===== src/rtl/dcu_pkg.sv =====
// Package of constants and types for the dual capture unit interface
package dcu_pkg;
  // ----------------------------------------------------------------------
  // Register offsets (word index)
  // ----------------------------------------------------------------------
  localparam logic [4:0] DCU_OFF_SELECT    = 5'h00; // Interface select
  localparam logic [4:0] DCU_OFF_FAULT     = 5'h01; // Parameter fault flags
  localparam logic [4:0] DCU_OFF_IRQ_STAT  = 5'h02; // Sticky event status
  localparam logic [4:0] DCU_OFF_IRQ_MASK  = 5'h03; // Event mask
  localparam logic [4:0] DCU_OFF_PROBE_FN  = 5'h04; // Touch-probe function
  localparam logic [4:0] DCU_OFF_PROBE_ST  = 5'h05; // Touch-probe status
  localparam logic [4:0] DCU_OFF_PROBE_VAL = 5'h06; // Probe values base (4)
  localparam logic [4:0] DCU_OFF_VA_BASE   = 5'h10; // Vendor unit A block
  localparam logic [4:0] DCU_OFF_VB_BASE   = 5'h18; // Vendor unit B block
  // Offsets within a vendor unit block
  localparam logic [2:0] DCU_VU_CONFIG = 3'h0; // Trigger/edge/filter config
  localparam logic [2:0] DCU_VU_CMD    = 3'h1; // Unit command
  localparam logic [2:0] DCU_VU_STATE  = 3'h2; // Unit state
  localparam logic [2:0] DCU_VU_VAL0   = 3'h3; // Captured value 0..2
  localparam logic [2:0] DCU_VU_VAL2   = 3'h5; // Last captured value
  // ----------------------------------------------------------------------
  // Field positions
  // ----------------------------------------------------------------------
  localparam int DCU_CFG_TRIG_LSB = 0;  // Trigger input index, 3 bits
  localparam int DCU_CFG_SW_BIT   = 3;  // Software trigger source select
  localparam int DCU_CFG_BOTH_BIT = 4;  // Capture on both edges
  localparam int DCU_CFG_FALL_BIT = 5;  // Falling edge (else rising)
  localparam int DCU_CFG_REP_BIT  = 6;  // Repetitive mode
  localparam int DCU_CFG_FILT_BIT = 7;  // Spatial filter enable
  localparam int DCU_CMD_EN_BIT   = 0;  // Arm/enable
  localparam int DCU_CMD_SWT_BIT  = 1;  // Software trigger level
  localparam int DCU_FLT_IFACE    = 0;  // Wrong-interface warning
  localparam int DCU_FLT_SETUP    = 1;  // Setting refused warning
  localparam int DCU_PB_EN_A      = 0;  // Probe A enable / done bit
  localparam int DCU_PB_EN_B      = 8;  // Probe B enable / done bit
  localparam int DCU_PB_REP_A     = 1;  // Probe A repetitive
  localparam int DCU_PB_SRC_A     = 2;  // Probe A use software trigger
  localparam int DCU_PB_FALL_A    = 4;  // Probe A falling edge
  localparam int DCU_PB_BOTH_A    = 5;  // Probe A both edges
  localparam int DCU_PB_B_SHIFT   = 8;  // Unit B field offset
  // ----------------------------------------------------------------------
  // Reset and default values
  // ----------------------------------------------------------------------
  localparam logic [7:0]  DCU_RST_CFG    = 8'h00;
  localparam logic [15:0] DCU_RST_PROBE  = 16'h0000;
  localparam logic [1:0]  DCU_RST_FAULT  = 2'h0;
  localparam logic [31:0] DCU_UNMAPPED   = 32'h0000_0000;
  // ----------------------------------------------------------------------
  // Unit state encoding and machine
  // ----------------------------------------------------------------------
  localparam logic [1:0] DCU_ST_IDLE  = 2'h0; // Disabled
  localparam logic [1:0] DCU_ST_ARMED = 2'h1; // Enabled, waiting
  localparam logic [1:0] DCU_ST_DONE  = 2'h2; // Capture completed
  typedef enum logic [2:0] {
    DCU_S_IDLE  = 3'b001,
    DCU_S_ARMED = 3'b010,
    DCU_S_DONE  = 3'b100
  } dcu_state_t;
endpackage : dcu_pkg


===== src/rtl/dcu_top.sv =====
// Dual capture unit with vendor and touch-probe parameter interfaces
//
// Added by the designer: the address map and the strobed register port.
`timescale 1ns/1ps
`default_nettype none
module dcu_top (
  // Clock and reset
  input  wire logic        clock_i,
  input  wire logic        rst_n_i,
  // Register port
  input  wire logic [4:0]  addr_i,
  input  wire logic [31:0] wdata_i,
  input  wire logic        wr_i,
  input  wire logic        rd_i,
  output logic      [31:0] rdata_o,
  output logic             abort_o,
  // Trigger inputs and captured quantities
  input  wire logic [7:0]  din_i,
  input  wire logic [31:0] qty_a0_i,
  input  wire logic [31:0] qty_a1_i,
  input  wire logic [31:0] qty_a2_i,
  input  wire logic [31:0] qty_b0_i,
  input  wire logic [31:0] qty_b1_i,
  input  wire logic [31:0] qty_b2_i,
  // Spatial filter window on first quantity
  input  wire logic [31:0] filt_span_i,
  // Nonvolatile store contents offered at an interface change
  input  wire logic        nv_ok_i,
  input  wire logic [15:0] nv_cfg_i,
  input  wire logic [15:0] nv_probe_i,
  // Interrupt
  output logic             irq_o
);
  import dcu_pkg::*;

  // ----------------------------------------------------------------------
  // State
  // ----------------------------------------------------------------------
  logic        sel_reg, sel_next;             // Interface select
  logic [1:0]  flt_reg, flt_next;             // Parameter fault flags
  logic [3:0]  ist_reg, ist_next;             // Sticky events
  logic [3:0]  imk_reg, imk_next;             // Event mask
  logic [7:0]  cfg_reg [2], cfg_next [2];     // Unit configuration
  logic [1:0]  cmd_reg, cmd_next;             // Enable bits per unit
  logic [1:0]  swt_reg, swt_next;             // Software trigger levels
  logic [1:0]  blk_reg, blk_next;             // Enable blocked after refusal
  dcu_state_t  st_reg [2], st_next [2];       // Unit machines
  logic [31:0] val_reg [6], val_next [6];     // Latched values
  logic [31:0] ref_reg [2], ref_next [2];     // Filter start position
  logic [1:0]  trg_reg, trg_next;             // Previous trigger level
  logic [1:0]  pend_reg, pend_next;           // Edge seen, awaiting filter
  logic [31:0] rdata_next;                    // Read data
  logic        abort_next;                    // Write abort
  logic        irq_next;                      // Interrupt level

  logic [31:0] qty [6];                       // Live quantities
  assign qty[0] = qty_a0_i;
  assign qty[1] = qty_a1_i;
  assign qty[2] = qty_a2_i;
  assign qty[3] = qty_b0_i;
  assign qty[4] = qty_b1_i;
  assign qty[5] = qty_b2_i;

  // ----------------------------------------------------------------------
  // Helpers
  // ----------------------------------------------------------------------
  // Two-bit state code of a unit
  function automatic logic [1:0] dcu_code(input dcu_state_t s);
    case (s)
      DCU_S_ARMED: dcu_code = DCU_ST_ARMED;
      DCU_S_DONE:  dcu_code = DCU_ST_DONE;
      default:     dcu_code = DCU_ST_IDLE;
    endcase
  endfunction : dcu_code

  // Touch-probe field of one unit from its config and enable
  function automatic logic [7:0] dcu_pfn(input logic [7:0] c, input logic e);
    dcu_pfn = 8'h00;
    dcu_pfn[DCU_PB_EN_A]   = e;
    dcu_pfn[DCU_PB_REP_A]  = c[DCU_CFG_REP_BIT];
    dcu_pfn[DCU_PB_SRC_A]  = c[DCU_CFG_SW_BIT];
    dcu_pfn[DCU_PB_FALL_A] = c[DCU_CFG_FALL_BIT];
    dcu_pfn[DCU_PB_BOTH_A] = c[DCU_CFG_BOTH_BIT];
  endfunction : dcu_pfn

  // Vendor config from one probe function byte, input index kept
  function automatic logic [7:0] dcu_p2c(input logic [7:0] p,
                                         input logic [7:0] c);
    dcu_p2c = 8'h00;
    dcu_p2c[DCU_CFG_TRIG_LSB +: 3] = c[DCU_CFG_TRIG_LSB +: 3];
    dcu_p2c[DCU_CFG_REP_BIT]  = p[DCU_PB_REP_A];
    dcu_p2c[DCU_CFG_SW_BIT]   = p[DCU_PB_SRC_A];
    dcu_p2c[DCU_CFG_FALL_BIT] = p[DCU_PB_FALL_A];
    dcu_p2c[DCU_CFG_BOTH_BIT] = p[DCU_PB_BOTH_A];
  endfunction : dcu_p2c

  // Absolute difference of two positions
  function automatic logic [31:0] dcu_dist(input logic [31:0] a,
                                           input logic [31:0] b);
    dcu_dist = (a >= b) ? (a - b) : (b - a);
  endfunction : dcu_dist

  // Views used only by the touch-probe interface
  logic [15:0] pfn, pst;
  assign pfn = {dcu_pfn(cfg_reg[1], cmd_reg[1]),
                dcu_pfn(cfg_reg[0], cmd_reg[0])};
  always_comb begin
    // Probe status: done bit per unit
    pst = 16'h0000;
    pst[DCU_PB_EN_A] = (st_reg[0] == DCU_S_DONE);
    pst[DCU_PB_EN_B] = (st_reg[1] == DCU_S_DONE);
  end

  // ----------------------------------------------------------------------
  // Next-state logic
  // ----------------------------------------------------------------------
  always_comb begin
    logic       busy;     // Interface change not allowed
    logic [2:0] voff;     // Offset inside vendor block
    logic       vhit;     // Vendor address hit
    logic       vu;       // Vendor unit index
    logic       phit;     // Probe address hit
    logic       trig;     // Selected trigger level
    logic       edge_ok;  // Programmed edge seen
    logic [7:0] nc;       // Candidate config
    busy = 1'b0; voff = 3'h0; vhit = 1'b0; vu = 1'b0; phit = 1'b0;
    trig = 1'b0; edge_ok = 1'b0; nc = 8'h00;
    sel_next = sel_reg; flt_next = flt_reg; imk_next = imk_reg;
    cmd_next = cmd_reg; swt_next = swt_reg; blk_next = blk_reg;
    pend_next = pend_reg; rdata_next = DCU_UNMAPPED; abort_next = 1'b0;
    ist_next = ist_reg;
    trg_next = trg_reg;
    for (int u = 0; u < 2; u++) begin
      cfg_next[u] = cfg_reg[u]; st_next[u] = st_reg[u];
      ref_next[u] = ref_reg[u];
    end
    for (int k = 0; k < 6; k++) val_next[k] = val_reg[k];

    // Address decode
    vhit = (addr_i >= DCU_OFF_VA_BASE) &&
           (addr_i[2:0] <= DCU_VU_VAL2);
    vu   = (addr_i >= DCU_OFF_VB_BASE);
    voff = addr_i[2:0];
    phit = (addr_i >= DCU_OFF_PROBE_FN) &&
           (addr_i < DCU_OFF_PROBE_VAL + 5'h04);
    // Change guard per interface
    if (!sel_reg) begin
      busy = (st_reg[0] == DCU_S_ARMED) ||
             (st_reg[1] == DCU_S_ARMED);
    end else begin
      busy = (pfn[DCU_PB_EN_A] & pst[DCU_PB_EN_A]) |
             (pfn[DCU_PB_EN_B] & pst[DCU_PB_EN_B]);
    end

    // Capture engines: same units whatever the interface
    for (int u = 0; u < 2; u++) begin
      trig = cfg_reg[u][DCU_CFG_SW_BIT] ? swt_reg[u]
           : din_i[cfg_reg[u][DCU_CFG_TRIG_LSB +: 3]];
      trg_next[u] = trig;
      edge_ok = cfg_reg[u][DCU_CFG_BOTH_BIT] ? (trig != trg_reg[u])
              : cfg_reg[u][DCU_CFG_FALL_BIT] ? (trg_reg[u] & ~trig)
              : (~trg_reg[u] & trig);
      case (st_reg[u])
        DCU_S_IDLE: begin
          pend_next[u] = 1'b0;
          if (cmd_reg[u]) st_next[u] = DCU_S_ARMED;
        end
        DCU_S_ARMED: begin
          if (!cmd_reg[u]) begin
            st_next[u] = DCU_S_IDLE;
          end else if (edge_ok && !pend_reg[u]) begin
            // Latch three quantities on the edge
            for (int k = 0; k < 3; k++) val_next[u*3+k] = qty[u*3+k];
            ref_next[u] = qty[u*3];
            if (cfg_reg[u][DCU_CFG_FILT_BIT] && !sel_reg) begin
              pend_next[u] = 1'b1;
            end else begin
              st_next[u] = DCU_S_DONE;
              ist_next[u] = 1'b1;
            end
          end else if (pend_reg[u]) begin
            // Trigger must stay active over the distance
            if (trig == trg_reg[u] &&
                dcu_dist(qty[u*3], ref_reg[u]) >= filt_span_i) begin
              pend_next[u] = 1'b0;
              st_next[u] = DCU_S_DONE;
              ist_next[u] = 1'b1;
            end else if (trig != trg_reg[u]) begin
              pend_next[u] = 1'b0;
            end
          end
        end
        DCU_S_DONE: begin
          if (!cmd_reg[u]) st_next[u] = DCU_S_IDLE;
          else if (cfg_reg[u][DCU_CFG_REP_BIT]) st_next[u] = DCU_S_ARMED;
        end
        default: st_next[u] = DCU_S_IDLE;
      endcase
    end

    // Register reads
    if (rd_i) begin
      if (addr_i == DCU_OFF_SELECT) rdata_next = {31'h0, sel_reg};
      else if (addr_i == DCU_OFF_FAULT) rdata_next = {30'h0, flt_reg};
      else if (addr_i == DCU_OFF_IRQ_STAT) rdata_next = {28'h0, ist_reg};
      else if (addr_i == DCU_OFF_IRQ_MASK) rdata_next = {28'h0, imk_reg};
      else if (vhit || phit) begin
        if (vhit == sel_reg) begin
          // Wrong side reads zero and warns
          flt_next[DCU_FLT_IFACE] = 1'b1;
          ist_next[2] = 1'b1;
        end else if (vhit) begin
          case (voff)
            DCU_VU_CONFIG: rdata_next = {24'h0, cfg_reg[vu]};
            DCU_VU_CMD:    rdata_next = {30'h0, swt_reg[vu], cmd_reg[vu]};
            DCU_VU_STATE:  rdata_next = {30'h0, dcu_code(st_reg[vu])};
            default:
              if (st_reg[vu] == DCU_S_DONE)
                rdata_next = val_reg[vu*3 + 32'(voff - DCU_VU_VAL0)];
          endcase
        end else if (addr_i == DCU_OFF_PROBE_FN) rdata_next = {16'h0, pfn};
        else if (addr_i == DCU_OFF_PROBE_ST) rdata_next = {16'h0, pst};
        else if (st_reg[addr_i[0]] == DCU_S_DONE)
          rdata_next = val_reg[addr_i[0] ? 3 : 0];
      end
    end

    // Register writes
    if (wr_i) begin
      if (addr_i == DCU_OFF_SELECT) begin
        if (!busy && wdata_i[0] != sel_reg) begin
          sel_next = wdata_i[0];
          cmd_next = 2'b00;
          blk_next = 2'b00;
          for (int u = 0; u < 2; u++) begin
            st_next[u] = DCU_S_IDLE;
            // Reload from store if it fits, else defaults
            nc = !nv_ok_i ? DCU_RST_CFG : wdata_i[0]
               ? dcu_p2c(nv_probe_i[u*8 +: 8], DCU_RST_CFG)
               : nv_cfg_i[u*8 +: 8];
            // No filter on probe side or with both edges
            if (wdata_i[0] || nc[DCU_CFG_BOTH_BIT])
              nc[DCU_CFG_FILT_BIT] = 1'b0;
            cfg_next[u] = nc;
          end
        end
      end else if (addr_i == DCU_OFF_FAULT) begin
        // Master clears flags; device never does
        flt_next = flt_next & ~wdata_i[1:0];
      end else if (addr_i == DCU_OFF_IRQ_STAT) begin
        // Clear by one; a same-cycle event sets only a bit that was clear
        ist_next = (ist_reg & ~wdata_i[3:0]) | (ist_next & ~ist_reg);
      end else if (addr_i == DCU_OFF_IRQ_MASK) begin
        imk_next = wdata_i[3:0];
      end else if ((vhit || phit) && vhit == sel_reg) begin
        abort_next = 1'b1;
        flt_next[DCU_FLT_IFACE] = 1'b1;
        ist_next[2] = 1'b1;
      end else if (vhit && voff == DCU_VU_CONFIG) begin
        if (cmd_reg[vu]) begin
          // Refused while enabled
          flt_next[DCU_FLT_SETUP] = 1'b1;
          ist_next[3] = 1'b1;
          blk_next[vu] = 1'b1;
        end else begin
          nc = wdata_i[7:0];
          if (nc[DCU_CFG_BOTH_BIT]) nc[DCU_CFG_FILT_BIT] = 1'b0;
          cfg_next[vu] = nc;
          blk_next[vu] = 1'b0;
        end
      end else if (vhit && voff == DCU_VU_CMD) begin
        swt_next[vu] = wdata_i[DCU_CMD_SWT_BIT];
        if (!wdata_i[DCU_CMD_EN_BIT]) cmd_next[vu] = 1'b0;
        else if (!blk_reg[vu]) cmd_next[vu] = 1'b1;
      end else if (phit && addr_i == DCU_OFF_PROBE_FN) begin
        for (int u = 0; u < 2; u++) begin
          nc = dcu_p2c(wdata_i[u*8 +: 8], cfg_reg[u]);
          if (cmd_reg[u] && nc != cfg_reg[u]) begin
            flt_next[DCU_FLT_SETUP] = 1'b1;
            ist_next[3] = 1'b1;
            abort_next = 1'b1;
          end else begin
            if (!cmd_reg[u]) cfg_next[u] = nc;
            cmd_next[u] = wdata_i[u*8 + DCU_PB_EN_A];
          end
        end
      end else if (phit && addr_i == DCU_OFF_PROBE_ST) begin
        swt_next = {wdata_i[DCU_PB_B_SHIFT + DCU_CMD_SWT_BIT],
                    wdata_i[DCU_CMD_SWT_BIT]};
      end
    end
    irq_next = |(ist_next & imk_next);
  end

  // ----------------------------------------------------------------------
  // Registers
  // ----------------------------------------------------------------------
  always_ff @(posedge clock_i) begin
    if (!rst_n_i) begin
      sel_reg <= 1'b0; flt_reg <= DCU_RST_FAULT; ist_reg <= 4'h0;
      imk_reg <= 4'h0; cmd_reg <= 2'b00; swt_reg <= 2'b00;
      blk_reg <= 2'b00; trg_reg <= 2'b00; pend_reg <= 2'b00;
      rdata_o <= DCU_UNMAPPED; abort_o <= 1'b0; irq_o <= 1'b0;
      for (int u = 0; u < 2; u++) begin
        cfg_reg[u] <= DCU_RST_CFG; st_reg[u] <= DCU_S_IDLE;
        ref_reg[u] <= 32'h0000_0000;
      end
      for (int k = 0; k < 6; k++) val_reg[k] <= 32'h0000_0000;
    end else begin
      sel_reg <= sel_next; flt_reg <= flt_next; ist_reg <= ist_next;
      imk_reg <= imk_next; cmd_reg <= cmd_next; swt_reg <= swt_next;
      blk_reg <= blk_next; trg_reg <= trg_next; pend_reg <= pend_next;
      rdata_o <= rdata_next; abort_o <= abort_next; irq_o <= irq_next;
      for (int u = 0; u < 2; u++) begin
        cfg_reg[u] <= cfg_next[u]; st_reg[u] <= st_next[u];
        ref_reg[u] <= ref_next[u];
      end
      for (int k = 0; k < 6; k++) val_reg[k] <= val_next[k];
    end
  end
endmodule : dcu_top
`default_nettype wire


===== config.mk =====
export PLATFORM = sky130hd
export DESIGN_NAME = dcu_top
export DESIGN_NICKNAME = d
export VERILOG_FILES = /design/src/rtl/dcu_pkg.sv /design/src/rtl/dcu_top.sv
export SDC_FILE = /design/constraint.sdc
export NUM_CORES = 1
export LEC_CHECK = 0
export BUFFER_PORTS_ARGS = -buffer_cell sky130_fd_sc_hd__buf_2
export CAP_MARGIN = 20
export CORE_ASPECT_RATIO = 0.5
export CORE_MARGIN = 3
export CORE_UTILIZATION = 45
export CTS_BUF_LIST = sky130_fd_sc_hd__clkbuf_8
export CTS_CLUSTER_DIAMETER = 150
export DETAILED_ROUTE_END_ITERATION = 10
export MAX_ROUTING_LAYER = met4
export PLACE_DENSITY_LB_ADDON = 0.15
export SETUP_SLACK_MARGIN = 0.02
export SLEW_MARGIN = 20
export SYNTH_ARGS = -nofsm -noshare
export SYNTH_HDL_FRONTEND = slang
export SYNTH_SLANG_ARGS = --single-unit

===== constraint.sdc =====
create_clock -name clock_i -period 11.1 [get_ports clock_i]
set_clock_uncertainty 0.05 [all_clocks]
set_input_delay 2.22 -clock clock_i [delete_from_list [all_inputs] [get_ports clock_i]]
set_output_delay 2.22 -clock clock_i [all_outputs]
set_load 0.03 [all_outputs]

Yosys cells after proc, flatten, opt, wreduce, memory -nomap -nowiden --
Memories as Yosys holds them, arrays and structs flattened. Cells that the tools add are included.
Word-level totals: flip-flop bits (word level) 55, memory bits (writable) 278, output and inout bits 34, logic and storage cells 408, memories kept 4
Memories:
- val_reg | depth 6, width 32, read ports 2, clocked after Yosys merged registers in 0, wr ports 6, line dcu_top.sv:48 | logic [31:0] val_reg [6], val_next [6];
- ref_reg | depth 2, width 32, read ports 2, clocked after Yosys merged registers in 0, wr ports 2, line dcu_top.sv:49 | logic [31:0] ref_reg [2], ref_next [2];
- cfg_reg | depth 2, width 8, read ports 3, clocked after Yosys merged registers in 0, wr ports 2, line dcu_top.sv:43 | logic [7:0] cfg_reg [2], cfg_next [2];
- st_reg | depth 2, width 3, read ports 4, clocked after Yosys merged registers in 0, wr ports 2, line dcu_top.sv:47 | dcu_state_t st_reg [2], st_next [2];
Cells by class: add/sub/neg operators 6, multipliers 1, $lt $le $gt $ge 15, equality and inequality tests 49, muxes and demuxes 217, bitwise gates (word level) 47, reduce and logical (&&, ||, !) cells 51
Operators by type and width (count):
- $mux W32 | 21
- $mux W96 | 6
- $mux W16 | 11
- $ge A32 B32 Y1 | 4
- $sub A32 B32 Y32 | 4
- $pmux W32 S3 | 1
- $mux W1 | 94
- $mux W8 | 11
- $mux W2 | 29
- $mux W3 | 18
- $mux W4 | 12
- $ne A2 B2 Y1 const B | 13
- $reduce_and A10 Y1 | 2
- $logic_and A1 B1 Y1 | 18
- $mux W6 | 3
- $ne A3 B3 Y1 const B | 6
- $pmux W3 S3 | 2
- $reduce_and A9 Y1 | 2
- $bwmux W16 | 1
- $not A1 Y1 | 14
- $or A1 B1 Y1 | 13
- $and A4 B4 Y4 | 3
- $eq A3 B2 Y1 const B | 4
- $eq A3 B3 Y1 const B | 4
- 51 further kinds | 90

Logic depth before layout (Yosys ltp) --
depth in word-level cells 21, depth in mapped cells 25

Least setup slack after synthesis --
Ideal clock, no wire load.
path type input to register, from in din_i[7], to mem val_reg[0][0], enable pin, setup time 0.449 ns, arrival time 6.385 ns, data required time 10.601 ns, path slack 4.216 ns, cell stages on the path 10, buffers on the path 1, cell sequence mux4_2 > mux2i_1 > nor2_1 > a21oi_1 > ha_1 > a211o_1 > nor3_1 > nor2_1 > clkbuf_1 > inv_1
RTL lines:
- from (decl) | line dcu_top.sv:18 | input wire logic [7:0] din_i,
- to (decl) | line dcu_top.sv:48

==> summary.txt <==
Critical path
  • Setup Crit Path Kind: primary input to flip-flop
  • Worst EP required: 11610 ps
  • R2R depth: 22
  • Critical Path Fanout Max: 16
  • Crit Reg-Reg Startpoint: ref_reg[0][32]$_SDFFE_PN0P_
  • R2R Path End: st_reg[1][1]$_SDFF_PN0_
  • Critical Path Source: qty_b0_i[0]
  • CP endpoint kind: flip-flop
  • R2r setup slk: 4220 ps
  • Arr. time, crit path: 8760 ps
  • CP Launch Type: primary input
  • CP most frequent cell: a21oi_1
  • CP peak stage delay: 910 ps
  • CP endpoint: st_reg[1][1]$_SDFF_PN0_
  • Slowest CP cell: a21oi_2
  • Worst-path cell chain: buf_2, inv_1, ha_1, inv_1, fa_1, nand3_1, a21oi_1, nor3_2, o21a_1, nand3_1, a21oi_2, mux2i_1, o22ai_1, xnor2_1, ha_1, a21o_1, a21o_1, a211oi_1, o21ai_0, a21oi_1, nor2b_1, a21oi_1, or4_1, a21oi_1

Place
  • Setup slack at placement: 2420 ps
  • Input/output buffers: 312
  • Gpl congestion: 0.936
  • Post-Place Cells: 3444
  • DP HPWL: 62900 microns

Pwr
  • Leakage: 12.9 nW
  • Total power: 0.00311 W
  • Clock power share: 0.362
  • Pwr/cell area: 116 mW/mm^2
  • Switching pwr: 0.000940 W
  • Internal power: 0.00217 W
  • Net Sw Frac: 0.302
  • Reg power frac: 0.432
  • Peak VDD IR: 0.0670 mV
  • Combinational group share of total power: 0.206

Logic synthesis
  • FFs w/ async S/R, synth: 0
  • Main flop type after synthesis: edfxtp_1
  • Post-Synth XOR/XNOR Area: 0.0261
  • Compound-Gate Fraction of Synth Area: 0.210
  • EDFF count, synth: 192
  • Simple-gate portion of the synthesized area: 0.152
  • Synth Warn #: 0
  • Post-Synthesis Cell Area: 0.0239 sq mm
  • Cell variety after synth: 87
  • Largest family of logic cells by synthesized area: compound AO/OA/AOI/OAI gates
  • Post-Syn Instances: 2584
  • Syn Area/Cell: 9.23 sq um
  • Synthesis-stage register bit count: 333
  • Synthesized Nets: 3091
  • Sequential share of the synthesized area: 0.360
  • Adder-Cell Fraction of Synth Area: 0.107
  • Mux share of post-synthesis cell area: 0.0839

Timing
  • Slew @ Worst Pin: 1140 ps
  • Fmax: 121 MHz
  • Setup_tns: 0 ps
  • Post-route minimum period: 8250 ps
  • Worst setup margin: 2850 ps
  • Finish-stage setup viols: 0
  • RSZ-0062 raised after global routing: no
  • Period utilization: 0.743
  • Rel. slew slack: 0.227
  • Slew Limit Fails: 0
  • Hold Fails Final Rpt: 0

Clock tree
  • Clk buf depth: 3
  • CTS tree: done
  • PostCTS Resize Cnt: 0
  • Number of CTS-inserted buffers: 51
  • Root Driver: clkbuf_8
  • Post-CTS setup buffers: 0
  • CTS Hold Bufs: 0
  • H-Tree Level Count: 2
  • Clk Latency, worst-skew pair: 660 ps
  • Clock Sinks: 333
  • Clk slew on worst S/H paths: 70 ps

GRT
  • Gr usage total: 0.289
  • Largest net degree at the start of global routing: 99
  • Number of global-route vias before repair: 19400
  • Antenna violations before repair: 13
  • GR Overflow Total: 0
  • First-pass GRT wire length: 121000 microns

Route
  • Number of vias per cell: 5.90
  • Met2 wire len: 35400 microns
  • Top Metal Used: met4
  • ANT nets after route: 0
  • 1st-iter DRT viols: 2221
  • Pre-antenna DRT Iters: 5
  • Routed met3 length: 6390 microns
  • Residual DRC: 0
  • DR vias: 20900
  • Wl on met1: 38500 microns
  • WL per Instance: 23.1 microns
  • Routed WL: 81900 microns

Layout
  • Multi-input gate area: 0.0139 sq mm
  • Fill count: 4875
  • Commonest non-fill, non-tap cells in the layout: buf_2, inv_1, a21oi_1, and3_1, ha_1
  • Share of layout cells above drive strength 1: 0.180
  • Layout area overhead: 13.0%
  • Final net count: 3315
  • Most common cell after layout, fill and taps aside: buf_2
  • Flip-flop and latch area: 0.00859 sq mm
  • Max FFs per register: 192
  • Core Util, Final: 0.525
  • Final Instance Count excl. Fillers: 3551

Hold path
  • Hold Crit Class: flip-flop to flip-flop

Flow run
  • Max Cap Violations: 0

Floorplan
  • Die height: 169 microns
  • Die Area: 0.0560 sq mm
  • DIE WIDTH: 332 microns
  • Floorplan row count: 58
  • Core area: 0.0513 sq mm
  • Initial Util: 0.465
  • I/O pins: 340

Outcome
  • Status: finished clean
-- synthesized netlist by cell type, drive strengths merged (13+ instances only) --
library cell  count  area [sq um]
a211oi           44           350
xnor2            41           359
xor2             30           263
mux2             29           330
nor3             30           160
o21ai           113           573
a221oi           13           138
a22oi            37           278
mux4             36           811
ha              197          2460
nand3            22           110
clkbuf          126           473
a31oi            22           138
edfxtp          192          5770
dfxtp           141          2820
nand2           129           484
a21o            154          1160
o21a             18           135
nor2            191           717
nand2b           16           100
nor2b            18           113
mux2i            86           861
nand4            42           263
a21oi           213          1070
buf              38           220
o211ai           20           150
inv             202           758
and3            202          1260
o21bai           22           165
-- logic make-up (layout without fill, tap and decap cells) --
kind of cell	after synthesis	count (layout)
AOI/OAI and AO/OA	751	751
and+or+nand+nor	708	708
buffers and inverters	369	636
DFF	333	333
adders and majority gates	201	201
muxes	151	151
xor gates and xnor gates	71	71
other	0	10
-- area by class of cell --
cell class              count  area share
clock inverters            36      0.0102
repair buffers            335      0.0644
clock buffers              60      0.0306
multi-input cells        1882       0.514
flip-flops and latches    333       0.319
inverters                 205      0.0287
diodes                     10    0.000929
well taps                 690      0.0320
-- critical path, delay by kind of cell --
family,cells,cell delay [ps]
buf+inv,3,220
fa+ha+maj,3,840
simple gates,5,1410
mux,1,550
xor+xnor,1,310
compound gates,11,3170
-- how the worst min path moves through the flow --
stage / start / to / slack (ps) / depth (start not counted)
after detailed placement: ref_reg[0][31]$_SDFFE_PN0P_ / ref_reg[0][31]$_SDFFE_PN0P_ / 390 / 1
after CTS: ref_reg[0][31]$_SDFFE_PN0P_ / ref_reg[0][31]$_SDFFE_PN0P_ / 410 / 1
after floorplan: ref_reg[0][31]$_SDFFE_PN0P_ / ref_reg[0][31]$_SDFFE_PN0P_ / 380 / 1
after global placement: ref_reg[0][31]$_SDFFE_PN0P_ / ref_reg[0][31]$_SDFFE_PN0P_ / 390 / 1
after global routing: ref_reg[0][31]$_SDFFE_PN0P_ / ref_reg[0][31]$_SDFFE_PN0P_ / 420 / 1
final: ref_reg[0][31]$_SDFFE_PN0P_ / ref_reg[0][31]$_SDFFE_PN0P_ / 400 / 1
-- power groups by stage --
| stage | Sequential [W] | Combinational (W) | Clock (W) |
|---|---|---|---|
| after CTS | 0.00135 | 0.000635 | 0.00115 |
| after floorplan | 0.00137 | 0.000425 | 0 |
| after global placement | 0.00137 | 0.000627 | 0 |
| after detailed placement | 0.00137 | 0.000631 | 0 |
| after global routing | 0.00135 | 0.000705 | 0.00120 |
| final | 0.00135 | 0.000641 | 0.00113 |
-- routing by layer --
layer,vias up,track usage
met5,-,-
met2,742,0.420
met3,94,0.0518
li1,9964,-
met1,10100,0.418
met4,0,0.0651
-- stage by stage --
step / cell area [sq um] / hold WS, ps
final: 26900 / 402
after global routing: 26900 / 423
after CTS: 26900 / 410
after detailed placement: 25800 / 394
after global placement: 25800 / 388
after floorplan: 23900 / 376
Power figures use the tool's default switching activity.
